--- src/logic/dbcs_defs.vh ---
// timing constants and code values for the diagnostic blink sequencer
`ifndef DBCS_DEFS_VH
`define DBCS_DEFS_VH
`define DBCS_CLK_HZ        25000000
`define DBCS_LONG_MS       2000
`define DBCS_FAST_MS       100
`define DBCS_SLOW_MS       400
`define DBCS_GAP_MS        1000
`define DBCS_REPEAT_MS     3000
`define DBCS_MS_CYC(ms)    ((ms) * (`DBCS_CLK_HZ / 1000))
`define DBCS_FAST_COUNT    10
`define DBCS_RING_EEPROM   8'h01
`define DBCS_RING_RSVD     8'h02
`define DBCS_RING_BREAK    8'h03
`define DBCS_RING_TELEG    8'h04
`define DBCS_RING_REGACC   8'h05
`define DBCS_RING_CPLX     8'h0B
`define DBCS_RING_MANY     8'h0C
`endif

--- src/logic/dbcs_sequencer.v ---
// diagnostic indicator sequencer: run, power and fault blink codes
`timescale 1ns/1ps
`include "dbcs_defs.vh"

// Function
// RULE1: ring bus fault report starts with one long flash of about two seconds.
// RULE2: terminal bus fault is announced by a burst of fast blinks.
// RULE3: terminal report is fast marker, slow code pulses, slow argument pulses.
// RULE4: fault indicator uses a fast rate and a slow rate.
// RULE5: with both buses faulty, terminal fault is shown before ring fault.
// RULE6: every code is preceded by its own bus's introductory signal.
// RULE7: after start-up check, error-free start leaves fault indicator dark.
// RULE8: run indicator lit only when fault-free and fieldbus runs.
// RULE9: power indicator lit when supply is correct.
// RULE10: ring code 1 arg 0 is config memory checksum; code 2 never emitted.
// RULE11: ring code 3 break; argument n,m gives position n*10+m.
// RULE12: ring code 4 arg n for more than a quarter faulty telegrams.
// RULE13: ring code 5 arg n for failed register access to module n.
// RULE14: ring code 11 arg n for complex module n working incorrectly.
// RULE15: ring code 12 when the ring holds more than 120 modules.
// RULE16: fault indicator off in normal exchange or without cyclic data.
// RULE17: terminal argument is the last active terminal position before fault.
// RULE18: latched faults keep blinking until power cycle; code holds only faults flagged sticky, until reset.
// RULE19: blink periods, gaps and repeat interval are clock-derived parameters.
module dbcs_sequencer
#(
  // RULE19 clock-derived timing
  parameter LONG_CYC   = `DBCS_MS_CYC(`DBCS_LONG_MS),
  parameter FAST_CYC   = `DBCS_MS_CYC(`DBCS_FAST_MS),
  parameter SLOW_CYC   = `DBCS_MS_CYC(`DBCS_SLOW_MS),
  parameter GAP_CYC    = `DBCS_MS_CYC(`DBCS_GAP_MS),
  parameter REPEAT_CYC = `DBCS_MS_CYC(`DBCS_REPEAT_MS)
)
(
  // clock and reset
  input  wire       ref_clk,
  input  wire       rst_b,
  // start-up and supply status
  input  wire       cfgCheckDone,
  input  wire       supplyOk,
  input  wire       fieldbusRun,
  // terminal bus fault
  input  wire       termFault,
  input  wire       termSticky,
  input  wire [7:0] termCode,
  input  wire [7:0] termArg,
  // ring bus fault
  input  wire       ringFault,
  input  wire       ringSticky,
  input  wire [7:0] ringCode,
  input  wire [3:0] ringArgN,
  input  wire [3:0] ringArgM,
  input  wire       ringArgValid,
  // indicators
  output reg        runLed,
  output reg        powerLed,
  output reg        faultLed
);

////////////////////////////////////////////////////////////////////////////////
localparam S_IDLE  = 3'd0;
localparam S_INTRO = 3'd1;
localparam S_GAP1  = 3'd2;
localparam S_CODE  = 3'd3;
localparam S_GAP2  = 3'd4;
localparam S_ARG   = 3'd5;
localparam S_REST  = 3'd6;

// synchronisers for every pin-level input
// codes are read only while their fault level is steady, so per-bit syncs suffice
reg [1:0]  sDone, sSup, sRun, sTf, sTs, sRf, sRs, sRv;
reg [7:0]  tc1, tc2, ta1, ta2, rc1, rc2;
reg [3:0]  rn1, rn2, rm1, rm2;

always @(posedge ref_clk or negedge rst_b)
begin
  if (!rst_b)
  begin
    sDone <= 2'h0; sSup <= 2'h0; sRun <= 2'h0; sTf <= 2'h0;
    sTs <= 2'h0; sRf <= 2'h0; sRs <= 2'h0; sRv <= 2'h0;
    tc1 <= 8'h00; tc2 <= 8'h00; ta1 <= 8'h00; ta2 <= 8'h00;
    rc1 <= 8'h00; rc2 <= 8'h00;
    rn1 <= 4'h0; rn2 <= 4'h0; rm1 <= 4'h0; rm2 <= 4'h0;
  end
  else
  begin
    sDone <= {sDone[0], cfgCheckDone};
    sSup  <= {sSup[0], supplyOk};
    sRun  <= {sRun[0], fieldbusRun};
    sTf   <= {sTf[0], termFault};
    sTs   <= {sTs[0], termSticky};
    sRf   <= {sRf[0], ringFault};
    sRs   <= {sRs[0], ringSticky};
    sRv   <= {sRv[0], ringArgValid};
    tc1 <= termCode; tc2 <= tc1;
    ta1 <= termArg;  ta2 <= ta1;
    rc1 <= ringCode; rc2 <= rc1;
    rn1 <= ringArgN; rn2 <= rn1;
    rm1 <= ringArgM; rm2 <= rm1;
  end
end

////////////////////////////////////////////////////////////////////////////////
// latched fault captures
reg        tLat, tStk, rLat, rStk;
reg [7:0]  tCodeL, tArgL, rCodeL, rArgL;
reg        rArgOn;
// ring code 2 is reserved and never captured
// a zero code from a quiet ring is no fault either
wire       ringLegal = (rc2 != `DBCS_RING_RSVD) && (rc2 != 8'h00);
// ring break location folds n and m into one position
wire [7:0] ringArgFold = (rc2 == `DBCS_RING_BREAK) ?
                         (({4'h0, rn2} << 3) + ({4'h0, rn2} << 1) + {4'h0, rm2}) :
                         {4'h0, rn2};

always @(posedge ref_clk or negedge rst_b)
begin
  if (!rst_b)
  begin
    tLat <= 1'b0; tStk <= 1'b0; rLat <= 1'b0; rStk <= 1'b0;
    tCodeL <= 8'h00; tArgL <= 8'h00; rCodeL <= 8'h00; rArgL <= 8'h00;
    rArgOn <= 1'b0;
  end
  else
  begin
    // limitation: a new code while the fault stays high replaces the held one
    // RULE17 argument counts active terminals only
    if (sTf[1])
    begin
      tLat <= 1'b1;
      tStk <= tStk | sTs[1];
      tCodeL <= tc2;
      tArgL <= ta2;
    end
    // sticky bits clear only on reset, standing in for a power cycle
    // RULE18 sticky faults survive their cause
    else if (!tStk)
      tLat <= 1'b0;
    // RULE10 code 2 reserved, code 1 arg 0
    if (sRf[1] && ringLegal)
    begin
      rLat <= 1'b1;
      rStk <= rStk | sRs[1];
      rCodeL <= rc2;
      // RULE11 RULE12 RULE13 RULE14 RULE15 argument forms per code
      rArgOn <= sRv[1] && (rc2 != `DBCS_RING_MANY);
      rArgL <= (rc2 == `DBCS_RING_EEPROM) ? 8'h00 : ringArgFold;
    end
    else if (!rStk)
      rLat <= 1'b0;
  end
end

////////////////////////////////////////////////////////////////////////////////
// report sequencer
reg [2:0]  state;
reg        curRing;
reg [31:0] timer;
reg [7:0]  pulses;
reg        phase;
reg        ledNext;

// fast burst phases: one on and one off per pulse, ending on an off phase
localparam [31:0] BURST_PHASES = `DBCS_FAST_COUNT * 2 - 1;
// timer loads N-1 so a phase lasts N cycles; state steps add one cycle
wire        tDone   = (timer == 32'h0);

always @(posedge ref_clk or negedge rst_b)
begin
  if (!rst_b)
  begin
    state <= S_IDLE; curRing <= 1'b0; timer <= 32'h0;
    pulses <= 8'h00; phase <= 1'b0; ledNext <= 1'b0;
  end
  else if (!tDone)
    timer <= timer - 32'h1;
  else
  begin
    case (state)
      S_IDLE:
      begin
        // idle also waits out the repeat pause before reading the latches
        ledNext <= 1'b0;
        // RULE7 nothing shown before the start-up check
        if (sDone[1] && (tLat || rLat))
        begin
          // RULE5 terminal fault first
          curRing <= !tLat;
          state <= S_INTRO;
          phase <= 1'b1;
          ledNext <= 1'b1;
          // RULE6 RULE1 long flash for ring, fast burst for terminal
          timer <= tLat ? FAST_CYC - 1 : LONG_CYC - 1;
          pulses <= BURST_PHASES[7:0];
        end
      end
      S_INTRO:
      begin
        // RULE2 RULE4 fast burst toggles at the fast rate
        if (!curRing && pulses != 8'h00)
        begin
          phase <= ~phase;
          ledNext <= ~phase;
          pulses <= pulses - 8'h1;
          timer <= FAST_CYC - 1;
        end
        else
        begin
          ledNext <= 1'b0;
          state <= S_GAP1;
          timer <= GAP_CYC - 1;
        end
      end
      S_GAP1:
      begin
        // RULE3 code pulses at the slow rate
        state <= S_CODE;
        pulses <= curRing ? rCodeL : tCodeL;
        phase <= 1'b0;
        timer <= 32'h0;
      end
      S_CODE, S_ARG:
      begin
        // code zero gives no pulses, only the gaps around it
        // RULE4 slow pulses, one on and one off per count
        if (phase)
        begin
          phase <= 1'b0;
          ledNext <= 1'b0;
          timer <= SLOW_CYC - 1;
        end
        else if (pulses != 8'h00)
        begin
          phase <= 1'b1;
          ledNext <= 1'b1;
          pulses <= pulses - 8'h1;
          timer <= SLOW_CYC - 1;
        end
        else if (state == S_CODE)
        begin
          state <= S_GAP2;
          timer <= GAP_CYC - 1;
        end
        else
        begin
          state <= S_REST;
          timer <= GAP_CYC - 1;
        end
      end
      S_GAP2:
      begin
        // RULE3 argument sequence follows the code
        state <= S_ARG;
        pulses <= curRing ? (rArgOn ? rArgL : 8'h00) : tArgL;
        phase <= 1'b0;
      end
      S_REST:
      begin
        // RULE5 ring fault second, then repeat after rest
        // a cause cleared mid-report still lets the report in flight finish
        if (!curRing && rLat)
        begin
          curRing <= 1'b1;
          state <= S_INTRO;
          ledNext <= 1'b1;
          timer <= LONG_CYC - 1;
        end
        else
        begin
          state <= S_IDLE;
          timer <= REPEAT_CYC - 1;
        end
      end
      default:
        state <= S_IDLE;
    endcase
  end
end

////////////////////////////////////////////////////////////////////////////////
// indicator outputs, all registered
// registered so the pins never glitch on state decode
always @(posedge ref_clk or negedge rst_b)
begin
  if (!rst_b)
  begin
    runLed <= 1'b0;
    powerLed <= 1'b0;
    faultLed <= 1'b0;
  end
  else
  begin
    // run waits for the start-up check like the fault report
    // RULE8 run only when fault-free with fieldbus running
    runLed <= sDone[1] && sRun[1] && !tLat && !rLat;
    // RULE9 supply correct
    powerLed <= sSup[1];
    // RULE16 dark whenever no report is in progress
    faultLed <= ledNext && (state != S_IDLE || tLat || rLat);
  end
end

endmodule // dbcs_sequencer

--- config.mk ---
export PLATFORM = sky130hd
export DESIGN_NAME = dbcs_sequencer
export DESIGN_NICKNAME = d
export VERILOG_FILES = /design/src/logic/dbcs_sequencer.v
export VERILOG_INCLUDE_DIRS = /design/src /design/src/logic
export SDC_FILE = /design/constraint.sdc
export NUM_CORES = 1
export LEC_CHECK = 0
export BUFFER_PORTS_ARGS = -buffer_cell sky130_fd_sc_hd__buf_2
export CAP_MARGIN = 25
export CORE_MARGIN = 10
export CORE_UTILIZATION = 25
export CTS_CLUSTER_DIAMETER = 30
export DETAILED_ROUTE_END_ITERATION = 10
export SYNTH_ARGS = -nofsm -noshare
export SYNTH_HDL_FRONTEND = slang
export SYNTH_SLANG_ARGS = --single-unit
--- constraint.sdc ---
create_clock -name ref_clk -period 2.3 [get_ports ref_clk]
set_input_delay 0.115 -clock ref_clk [delete_from_list [all_inputs] [get_ports ref_clk]]
set_output_delay 0.115 -clock ref_clk [all_outputs]
set_load 0.02 [all_outputs]
[After elaboration in Yosys (flattened, before gate mapping)]
Index checks and enable logic that the tools add are counted.
Word-level totals
  register bits: 166
  input port bits: 42
Cells by class
  add/sub/neg operators: 4
  equality and inequality tests: 22
  multiplexer cells: 42
  bitwise operators: 3
  reduce and logical (&&, ||, !) cells: 33
Operators by type and width (number)
  one-hot mux 32 bit (5 select lines): 1
  2-to-1 mux 25 bit: 3
  2-to-1 mux 8 bit: 9
  2-to-1 mux 32 bit: 2
  one-hot mux 8 bit (5 select lines): 1
  logical NOT 32 bit: 1
  subtractor 32 x 1 -> 32 bit (second input constant): 1
  2-to-1 mux 27 bit: 1
  2-to-1 mux 26 bit: 1
  one-hot mux 3 bit (6 select lines): 1
  inequality test 2 bit (second input constant): 8
  nonzero test 8 bit: 2
  2-to-1 mux 1 bit: 15
  2-to-1 mux 3 bit: 4
  AND reduction 4 bit: 3
  logical AND 1 bit: 10
  == test 3 bit (second input constant): 3
  adder 7 x 5 -> 8 bit: 1
  adder 8 x 4 -> 8 bit: 1
  == test 8 x 1 -> 1 bit (second input constant): 1
  == test 8 x 2 -> 1 bit (second input constant): 1
  inequality test 8 x 2 -> 1 bit (second input constant): 1
  inequality test 8 x 4 -> 1 bit (second input constant): 1
  one-hot mux 1 bit (4 select lines): 2
  other kinds (21): 30

[Logic depth before layout (Yosys ltp)]
Gate-level depths: netlist of the first run.
  depth in word-level cells: 5
  gate-level depth with buffers: 9
  mapped depth without buffers: 9

[Worst setup path before layout of the first run]
No wires, ideal clock.
  kind: reg2reg
  start: reg timer[0]
  end: reg pulses[0]
  library setup time: 0.125 ns
  arrival time: 2.337 ns
  required time: 2.175 ns
  setup slack: -0.162 ns
  stages on the path, launching flop included: 9
  cells stage by stage: dfrtp_1 inv_1 ha_1 or3b_2 nor4_4 nand3_2 or3_1 buf_2 mux2_4
On the way
  cells in the longest elaborated chain, start to end: 2
Ends and longest elaborated chain
  start, declared: line dbcs_sequencer.v:158  | reg [31:0] timer;
  start signal, assigned: line dbcs_sequencer.v:176  | timer <= timer - 32'h1;
  start signal, assigned: line dbcs_sequencer.v:193  | timer <= tLat ? FAST_CYC - 1 : LONG_CYC - 1;
  start signal, assigned: line dbcs_sequencer.v:205  | timer <= FAST_CYC - 1;
  logical NOT 32 bit: line dbcs_sequencer.v:166  | wire tDone = (timer == 32'h0);
  AND reduction 6 bit (no line)
  end signal, assigned: line dbcs_sequencer.v:194  | pulses <= BURST_PHASES[7:0];
  end signal, assigned: line dbcs_sequencer.v:204  | pulses <= pulses - 8'h1;
  end signal, assigned: line dbcs_sequencer.v:218  | pulses <= curRing ? rCodeL : tCodeL;
  end, declared: line dbcs_sequencer.v:159  | reg [7:0] pulses;
No other way between the ends.
A chain may end at the register's enable or synchronous reset.

[Worst setup path after layout of the first run]
  start: reg timer[10]
  end: reg state[0]
On the way
  cells in the longest elaborated chain, start to end: 2
Ends and longest elaborated chain
  logical NOT 32 bit: line dbcs_sequencer.v:166
  AND reduction 5 bit (no line)
  end signal, assigned: line dbcs_sequencer.v:172  | state <= S_IDLE; curRing <= 1'b0; timer <= 32'h0;
  end signal, assigned: line dbcs_sequencer.v:189  | state <= S_INTRO;
  end signal, assigned: line dbcs_sequencer.v:210  | state <= S_GAP1;
  end, declared: line dbcs_sequencer.v:156  | reg [2:0] state;
No other way between the ends.

==> results of run 1 <==
## path summary, 6_finish.rpt
check	from	endpoint	slack, ns	cells past startpoint
min in group ref_clk	termCode[5]	tc1[5]	0.31	2
setup / recovery	timer[10]	state[0]	0.03	5
max in group asynchronous	rst_b	rStk	1.39	3
setup reg to reg	timer[10]	state[0]	0.03	5
hold / removal	rst_b	sSup[1]	0.21	2
hold reg to reg	tc1[2]	tc2[2]	0.34	0
## synthesized netlist by cell type (6+ instances only)
library cell  instances  area, µm²
mux2i_1              11      110.1
mux2_2               20      225.2
clkbuf_1             18      67.56
nor2b_1              12      75.07
nand3_1              11      55.05
nor2_1               48      180.2
nand2b_1              6      37.54
a21o_1                7      52.55
a21oi_1              34      170.2
xor2_1               12      105.1
or4_1                 6      45.04
xnor2_1               8      70.07
o21ai_0              41      205.2
nor4_1               13      81.33
nand2_1              60      225.2
or3_1                11      68.82
dfrtp_1             166       4154
o22ai_1               6      37.54
o31ai_1               9      67.56
nor3_1               10      50.05
ha_1                 10      125.1
inv_1                19      71.32
o41ai_1               9      78.83
## per-layer routing
| metal | part of all wire | vias up | GRT usage |
|---|---|---|---|
| met5 | 0 | - | 0 |
| met4 | 0.022 | 0 | 0.03327 |
| met3 | 0.042 | 31 | 0.02573 |
| met2 | 0.48 | 143 | 0.1619 |
| met1 | 0.45 | 2649 | 0.1208 |
| li1 | - | 2618 | - |
## what timing repair did
action,CTS,global route
pin swaps,1,4
buffers inserted,0,4
gates resized for setup,4,33
hold buffers,41,0
setup endpoints to repair,9,29
hold endpoints to repair,95,0
cloned,0,0
## kinds of logic (layout without fill, tap and decap cells)
group	count (synthesis)	after routing	synth area share
multiplexers	32	32	0.04910
buffers and inverters	48	215	0.02718
AND/OR/NAND/NOR	207	207	0.1526
XOR/XNOR	20	20	0.02455
adder cells (fa/ha/maj)	13	13	0.02455
AO/OA/AOI/OAI	153	153	0.1399
flip-flops	166	166	0.5821
## critical path, delay by kind of cell (launching register included)
kind	cells	cell delay (ns)
AND/OR/NAND/NOR	4	1.51
multiplexers	1	0.28
flip-flops	1	0.38
## cell type report
type / instances / area [µm²] / area share
Clock buffer: 17 / 425.4 / 0.04484
Inverter: 19 / 71.32 / 0.007518
Tap cell: 378 / 473.0 / 0.04985
Sequential cell: 166 / 4154 / 0.4379
Timing Repair Buffer: 165 / 1294 / 0.1364
Clock inverter: 14 / 138.9 / 0.01464
Multi-Input combinational cell: 425 / 2930 / 0.3089
## power groups by stage
stage | logic (mW) | registers (mW) | clock network (mW)
floorplan | 0.851 | 3.49 | 0
global placement | 1.42 | 3.54 | 0
detailed placement | 1.44 | 3.55 | 0
CTS | 1.52 | 3.50 | 2.82
global route | 1.75 | 3.56 | 2.96
finish | 1.58 | 3.52 | 2.74
## flip-flops by register name, summed over array words and instances (netlist names), 3 cells and up
register	cells
ta1	8
rn2	4
tc1	8
tArgL	8
rm1	4
rCodeL	8
rArgL	8
tCodeL	8
rc1	8
timer	32
state	3
pulses	8
tc2	8
rm2	4
rc2	8
rn1	4
ta2	8
## metrics by stage
stage	total power [mW]	worst slack, ns	setup TNS (ns)	utilization	hold WS (ns)
final	7.834	0.02628	0	0.3387	0.2091
after global routing	8.265	-0.04271	-0.2122	0.3387	0.2730
after CTS	7.841	-0.01705	-0.04093	0.3327	0.2390
after detailed placement	4.991	-0.05162	-0.07807	0.2974	0.1387
after global placement	4.963	0.02977	0	0.2974	0.1353
after floorplan	4.346	-0.04100	-0.07757	-	-0.1806
==> run summary, run 1 <==
worst endpoint required time = 2.62 ns
Initial Util = 0.2547
Max Fclk = 0.4398 GHz
H-tree depth = 4
total congestion overflow = 0
status = finished, final reports clean
Core Rows = 61
slew margin rel. = 0.4216
final antenna-violating net count = 0
most frequent cells in the layout = dfrtp_1 (166), buf_4 (72), nand2_1 (60)
worst vdd ir = 489.7 µV
root buf cell = clkbuf_16
pin count of the biggest net entering global routing = 60
synthesized area = 7136 µm²
drt wl/cell = 14.62 µm
die area = 35700 µm²
Internal Power = 5.422 mW
nets@finish = 848
post-synthesis net count = 693
Netlist cell types = 72
Fillers = 2817
Fin. Hold Viols = 0
RSZ-0062 raised after global routing = true
first-pass detailed-route iteration total = 5
Detail Placement HPWL = 12040 µm
Cells after DPL = 1108
clock slew at reported path FFs = 0.07 ns
fin. max-slew vios = 0
Lkg Pwr = 4.137 nW
Top FF cell, synth = dfrtp_1
syn_area_per_cell = 11.17 µm²
critical path peak fanout = 5
largest stage delay on the critical path = 0.59 ns
CTS Buf Count = 17
sequential-to-total area share from yosys stat = 0.5821
most common cell after layout, fill and taps aside = dfrtp_1
Antenna diodes = 0
post-route clock skew = 0.01219 ns
Tmin final = 2.274 ns
drt drc = 0
FFs w/ async S/R, synth = 1.000
Worst Hold Class = input port to asynchronous set/reset pin
Layout Cells excl Fill = 1184
RD Place Congestion = 0.8768
DRT iter0 DRCs = 359
Total GRT Usage = 0.09779
maximum clock path buffer count = 2
CORE AREA = 28010 µm²
I/O pin total = 45
DR vias = 5441
Post-synth EDFFs = 0
placed inst area = 8330 µm²
Yosys reg bits = 166
sw power = 2.412 mW
critical path launch point type = flop
IO Port Bufs = 44
chip width = 188.9 µm
max-cap viol count = 0
WS Path Type = flop to flop
Reg power frac = 0.449
Crit-path slowest cell = or4_4
Tcrit/Tclk final = 0.9886
# setup viols final = 0
crit path cell chain = or4_4 -> nor4_4 -> nand3_4 -> or3_4 -> mux2_2
combinational cell fraction of total power = 0.201
via count of the first global-routing pass = 5792
CP Capture Type = flop
CTS sink count = 166
Arrival @ worst endpoint = 2.59 ns
synth-to-layout area growth = 32.95%
die height = 188.9 µm
Total Wirelength = 17310 µm
switching share of total power = 0.3078
Worst Tran Pin Value = 0.8677 ns
power share of the clock group = 0.350
vias per inst = 4.595
fin area = 9487 µm²
antenna violations before repair = 0
warnings from Yosys = 0
layout cells sized above 1 = 0.2630
clock latency on the worst-skew pair = 0.43 ns
power per cell area = 825.8 nW/µm²
CTS tree = built
Cells after Synth = 639
first-pass GRT wire length = 28760 µm
(Power assumes the default switching activity.)
==> run 2: changes to the inputs <==
Settings changed: BUFFER_PORTS_ARGS -buffer_cell sky130_fd_sc_hd__buf_2 to unset, DONT_BUFFER_PORTS set to 1.
==> run summary, run 2 (synthesis results as in run 1) <==
nets@finish = 797 (-6.0%)
power per cell area = 849.8 nW/µm² (+2.9%)
first-pass GRT wire length = 28770 µm (about the same)
H-tree depth = 4 (unchanged)
Worst Tran Pin Value = 0.9010 ns (+0.03332 ns)
worst r2r src = timer[1]
depth of the most critical reg-to-reg path = 8 (+3)
die height = 188.9 µm (unchanged)
grt met1 use = 0.1272 (+0.006335)
critical path launch point type = flop
Worst Hold Class = input port to asynchronous set/reset pin
hold_buf cts = 40 (-2.4%)
DRT iter0 DRCs = 316 (-12%)
clock slew at reported path FFs = 0.08 ns (about the same)
CTS Buf Count = 17 (unchanged)
Initial Util = 0.2547 (unchanged)
fin. max-slew vios = 0 (unchanged)
RSZ-0062 raised after global routing = true
most common cell after layout, fill and taps aside = dfrtp_1
clock latency on the worst-skew pair = 0.43 ns (about the same)
Max Fclk = 0.4397 GHz (about the same)
Fillers = 2819 (+0.071%)
most frequent cells in the layout = dfrtp_1 (166), buf_4 (68), nand2_1 (60)
WS Path Type = flop to flop
RD Place Congestion = 0.8528 (-2.7%)
Fin Hold WS = -0.6008 ns (-0.8099 ns)
layout cells sized above 1 = 0.2288 (-0.03419)
Layout Cells excl Fill = 1134 (-4.2%)
Tmin final = 2.274 ns (+0.0006220 ns)
Detail Placement HPWL = 11470 µm (-4.7%)
first-pass detailed-route iteration total = 5 (unchanged)
Tcrit/Tclk final = 0.9888 (about the same)
CORE AREA = 28010 µm² (unchanged)
worst endpoint required time = 2.66 ns (+0.04 ns)
Total Wirelength = 17160 µm (-0.89%)
Lkg Pwr = 3.936 nW (-4.9%)
Largest Register = timer
status = complete, but fails checks
DR vias = 5192 (-4.6%)
Total GRT Usage = 0.09753 (-0.0002658)
drt drc = 0 (unchanged)
drt wl/cell = 15.13 µm (+3.5%)
pin count of the biggest net entering global routing = 167 (+180%)
met2 Resource Use GR = 0.1575 (-0.004382)
worst vdd ir = 463.2 µV (-5.4%)
Cells after DPL = 1059 (-4.4%)
Core Rows = 61 (unchanged)
slew margin rel. = 0.3993 (-0.02221)
CP Capture Type = flop
Arrival @ worst endpoint = 2.63 ns (+0.04 ns)
post-route clock skew = 0.02073 ns (+0.008535 ns)
maximum clock path buffer count = 2 (unchanged)
IO Port Bufs = 0 (-100%)
# setup viols final = 0 (unchanged)
chip width = 188.9 µm (unchanged)
r2r setup slk = 0.03 ns (about the same)
r2r endpoint = pulses[7]
max reg flops = 32 (unchanged)
critical path peak fanout = 5 (unchanged)
Antenna diodes = 0 (unchanged)
die area = 35700 µm² (unchanged)
CTS tree = built
vias per inst = 4.578 (-0.37%)
max-cap viol count = 0 (unchanged)
Overall Power = 7.884 mW (+0.64%)
I/O pin total = 45 (unchanged)
synth-to-layout area growth = 30.02%
root buf cell = clkbuf_16
GR Layer Usage met3 = 0.02150 (-0.004226)
antenna violations before repair = 0 (unchanged)
Fin. Hold Viols = 166 (+166)
CTS sink count = 166 (unchanged)
total congestion overflow = 0 (unchanged)
final antenna-violating net count = 0 (unchanged)
via count of the first global-routing pass = 5472 (-5.5%)
violated checks = hold timing
busiest grt layer = met2
-- run 2: cell count changes in the layout (fill, tap and decap cells not counted), sizes merged --
| cell | delta |
|---|---|
| buf | -50 |
| clkbuf | +1 |
| clkinv | -1 |
| dlygate4sd3 | -1 |
| inv | +1 |
-- run 2: timing repair --
item / in CTS / in global routing
endpoints found under the hold margin: 206 / 166
setup endpoints to repair: 9 / 36
gates cloned: 1 / 0
pin swaps: 3 / 5
resized for setup: 9 / 41
setup buffers: 1 / 1
-- run 2: worst max path at each step --
stage | start | end
4_1_cts | timer[28] | pulses[7]
3_3_place_gp | timer[1] | state[0]
2_1_floorplan | timer[0] | pulses[0]
6_report | timer[1] | pulses[7]
5_1_grt | timer[1] | pulses[7]
3_5_place_dp | timer[1] | pulses[7]
-- run 2: layout make-up --
| cell class | count | area, µm² | area share |
|---|---|---|---|
| Clock inverter | 14 | 151.4 | 0.01632 |
| Clock buffer | 18 | 439.2 | 0.04734 |
| Inverter | 19 | 71.32 | 0.007687 |
| Timing Repair Buffer | 114 | 987.2 | 0.1064 |
| Sequential cell | 166 | 4154 | 0.4477 |
| Tap cell | 378 | 473.0 | 0.05098 |
| Multi-Input combinational cell | 425 | 3002 | 0.3235 |
-- run 2: per-stage QoR --
stage / setup TNS, ns / area (µm²) / worst slack (ns) / utilization
global placement: 0 / 8041 / 0.007620 / 0.2871
CTS: 0 / 9072 / 0.007539 / 0.3239
floorplan: -0.07757 / 7147 / -0.04100 / -
detailed placement: -0.1794 / 8041 / -0.04813 / 0.2871
global route: -0.2661 / 9278 / -0.07199 / 0.3312
finish: 0 / 9278 / 0.02565 / 0.3312
-- run 2: report_power, final --
group / switching [mW] / internal, mW
clock: 1.37 / 1.49
sequential: 0.286 / 3.23
combinational: 0.752 / 0.758
total: 2.41 / 5.48
-- run 2: worst max-delay path, cell delays in order, from the launching register on --
cell and delay (ns):
dfrtp_1 0.39, inv_1 0.06, ha_2 0.18, or3b_4 0.40
nor4_4 0.29, nand3_4 0.17, buf_6 0.17, or4_4 0.43
o21ai_2 0.13
-- run 2: routing by layer --
layer  vias up  wire length, µm  part of all wire
met5         -                0                 0
met4         0              194             0.011
met3        13              654             0.038
met2        99             8413              0.49
met1      2575             7895              0.46
li1       2505                -                 -
==> run 3: changes to the inputs <==
--- a/config.mk
+++ b/config.mk
@@ -14,2 +14,3 @@
 export DONT_BUFFER_PORTS = 1
+export MAX_ROUTING_LAYER = met4
 export SYNTH_ARGS = -nofsm -noshare
==> constraint.sdc (replaced) <==
create_clock -name ref_clk -period 2.3 [get_ports ref_clk]
set_input_delay 0.46 -clock ref_clk [delete_from_list [all_inputs] [get_ports ref_clk]]
set_output_delay 0.46 -clock ref_clk [all_outputs]
set_load 0.02 [all_outputs]
==> run summary, run 3 (synthesis results as in run 1) <==
max-cap viol count = 0 (unchanged)
first-pass detailed-route iteration total = 4 (-1)
Total Wirelength = 16790 µm (-2.2%)
Top Metal Used = met4
CTS tree = built
Arrival @ worst endpoint = 2.63 ns (about the same)
via count of the first global-routing pass = 5276 (-3.6%)
Max Fclk = 0.4402 GHz (+0.12%)
Layout Cells excl Fill = 1095 (-3.4%)
RD Place Congestion = 0.8656 (+1.5%)
power per cell area = 880.4 nW/µm² (+3.6%)
combinational cell fraction of total power = 0.186 (-0.006)
CORE AREA = 28010 µm² (unchanged)
crit path cell chain = inv_1 -> ha_2 -> or3b_4 -> nor4_4 -> nand3_4 -> buf_6 -> or4_4 -> o21ai_2
Core Rows = 61 (unchanged)
antenna violations before repair = 1 (+1)
# setup viols final = 0 (unchanged)
CP Buf/Inv Count = 2 (unchanged)
dpl ws = -0.04813 ns (unchanged)
WS Path Type = flop to flop
metal3 WL = 686 µm (+4.9%)
Fin. Hold Viols = 166 (unchanged)
RSZ-0062 raised after global routing = true
CTS Buf Count = 17 (unchanged)
DRT iter0 DRCs = 267 (-16%)
Largest Register = timer
register area = 4154 µm² (unchanged)
Worst Hold Class = input port to asynchronous set/reset pin
final antenna-violating net count = 0 (unchanged)
I/O pin total = 45 (unchanged)
routed wl met2 = 8153 µm (-3.1%)
first-pass GRT wire length = 27810 µm (-3.3%)
layout cells sized above 1 = 0.2416 (+0.01278)
critical path launch point type = flop
critical path peak fanout = 5 (unchanged)
largest stage delay on the critical path = 0.43 ns (about the same)
drt wl/cell = 15.33 µm (+1.3%)
Fillers = 2854 (+1.2%)
Total GRT Usage = 0.09740 (-0.0001303)
Tmin final = 2.272 ns (-0.002749 ns)
chip width = 188.9 µm (unchanged)
pin count of the biggest net entering global routing = 167 (unchanged)
nets@finish = 757 (-5.0%)
drt drc = 0 (unchanged)
Cells after DPL = 1059 (unchanged)
total congestion overflow = 0 (unchanged)
Overall Power = 7.818 mW (-0.84%)
vias per inst = 4.613 (+0.75%)
Tcrit/Tclk final = 0.9877 (-0.001195)
most common cell after layout, fill and taps aside = dfrtp_1
setup_tns = 0 ns (unchanged)
IO Port Bufs = 0 (unchanged)
M1 WL = 7751 µm (-1.8%)
Util after Layout = 0.3170 (-0.01420)
die height = 188.9 µm (unchanged)
Fin Hold WS = -0.2553 ns (+0.3455 ns)
fin. max-slew vios = 0 (unchanged)
H-tree depth = 4 (unchanged)
root buf cell = clkbuf_16
sw power = 2.387 mW (-0.90%)
CTS sink count = 166 (unchanged)
footprint of the multi-input gates = 3002 µm² (unchanged)
CP Capture Type = flop
post-route setup slack = 0.02840 ns (+0.002749 ns)
placed inst area = 8041 µm² (unchanged)
status = complete, but fails checks
worst endpoint required time = 2.66 ns (about the same)
switching share of total power = 0.3054 (about the same)
violated checks = hold timing
Detail Placement HPWL = 11470 µm (unchanged)
fin area = 8880 µm² (-4.3%)
power share of the clock group = 0.364 (+0.002)
worst vdd ir = 459.7 µV (-0.75%)
synth-to-layout area growth = 24.44%
die area = 35700 µm² (unchanged)
Worst Tran Pin Value = 0.9058 ns (+0.004802 ns)
Crit-path slowest cell = or4_4
Lkg Pwr = 3.769 nW (-4.2%)
crit-path leading delay family = simple AND/OR/NAND/NOR gates
DR vias = 5051 (-2.7%)
Reg power frac = 0.450 (+0.004)
post-route clock skew = 0.01654 ns (-0.004191 ns)
Internal Power = 5.431 mW (-0.81%)
maximum clock path buffer count = 2 (unchanged)
clock latency on the worst-skew pair = 0.43 ns (about the same)
Initial Util = 0.2547 (unchanged)
max reg flops = 32 (unchanged)
clock slew at reported path FFs = 0.08 ns (about the same)
most frequent cells in the layout = dfrtp_1 (166), buf_4 (68), nand2_1 (60)
slew margin rel. = 0.3961 (-0.003202)
==> run 3: changes by cell type in the layout (fill, tap and decap cells not counted) <==
cell,change
diode_2,+1
dlygate4sd3_1,-40
==> run 3: worst register-to-register path, cell delays in order, from the launching register on <==
cell and delay [ns]:
dfrtp_1 0.39, inv_1 0.07, ha_2 0.18, or3b_4 0.40, nor4_4 0.29, nand3_4 0.17, buf_6 0.17, or4_4 0.43
o21ai_2 0.13
==> run 3: cell type report <==
class                           count  area share
Sequential cell                   166      0.4678
Multi-Input combinational cell    425      0.3380
Timing Repair Buffer               74     0.06608
Tap cell                          378     0.05326
Clock buffer                       18     0.04946
Clock inverter                     14     0.01705
Inverter                           19    0.008032
Antenna cell                        1   0.0002818
==> run 3: path summary, 6_finish.rpt <==
kind / from / to / slack (ns) / cells after the start
setup / recovery: timer[1] / pulses[7] / 0.03 / 8
setup reg to reg: timer[1] / pulses[7] / 0.03 / 8
hold reg to reg: rc1[4] / rc2[4] / 0.34 / 0
min in group ref_clk: ringFault / sRf[0] / 0.05 / 0
max in group asynchronous: rst_b / tCodeL[3] / 2.29 / 0
hold / removal: rst_b / powerLed / -0.26 / 0
==> run 3: power by group through the flow <==
stage	logic (mW)	clock network, mW	registers [mW]
finish	1.45	2.85	3.52
detailed placement	1.35	0	3.56
floorplan	0.851	0	3.49
global placement	1.34	0	3.55
CTS	1.38	2.94	3.50
global route	1.63	3.05	3.56
==> run 3: layer usage <==
| metal | GRT usage | up-vias |
|---|---|---|
| met5 | - | - |
| met4 | 0.03083 | 0 |
| met3 | 0.01948 | 13 |
| met2 | 0.1524 | 108 |
| met1 | 0.1245 | 2503 |
| li1 | - | 2427 |
==> run 3: what timing repair did <==
action                     4_1_cts  5_1_grt
pin swaps                        3        5
hold endpoints to repair       166      166
setup buffers                    1        1
cloned                           1        0
setup endpoints to repair        9       36
gates resized for setup          9       41
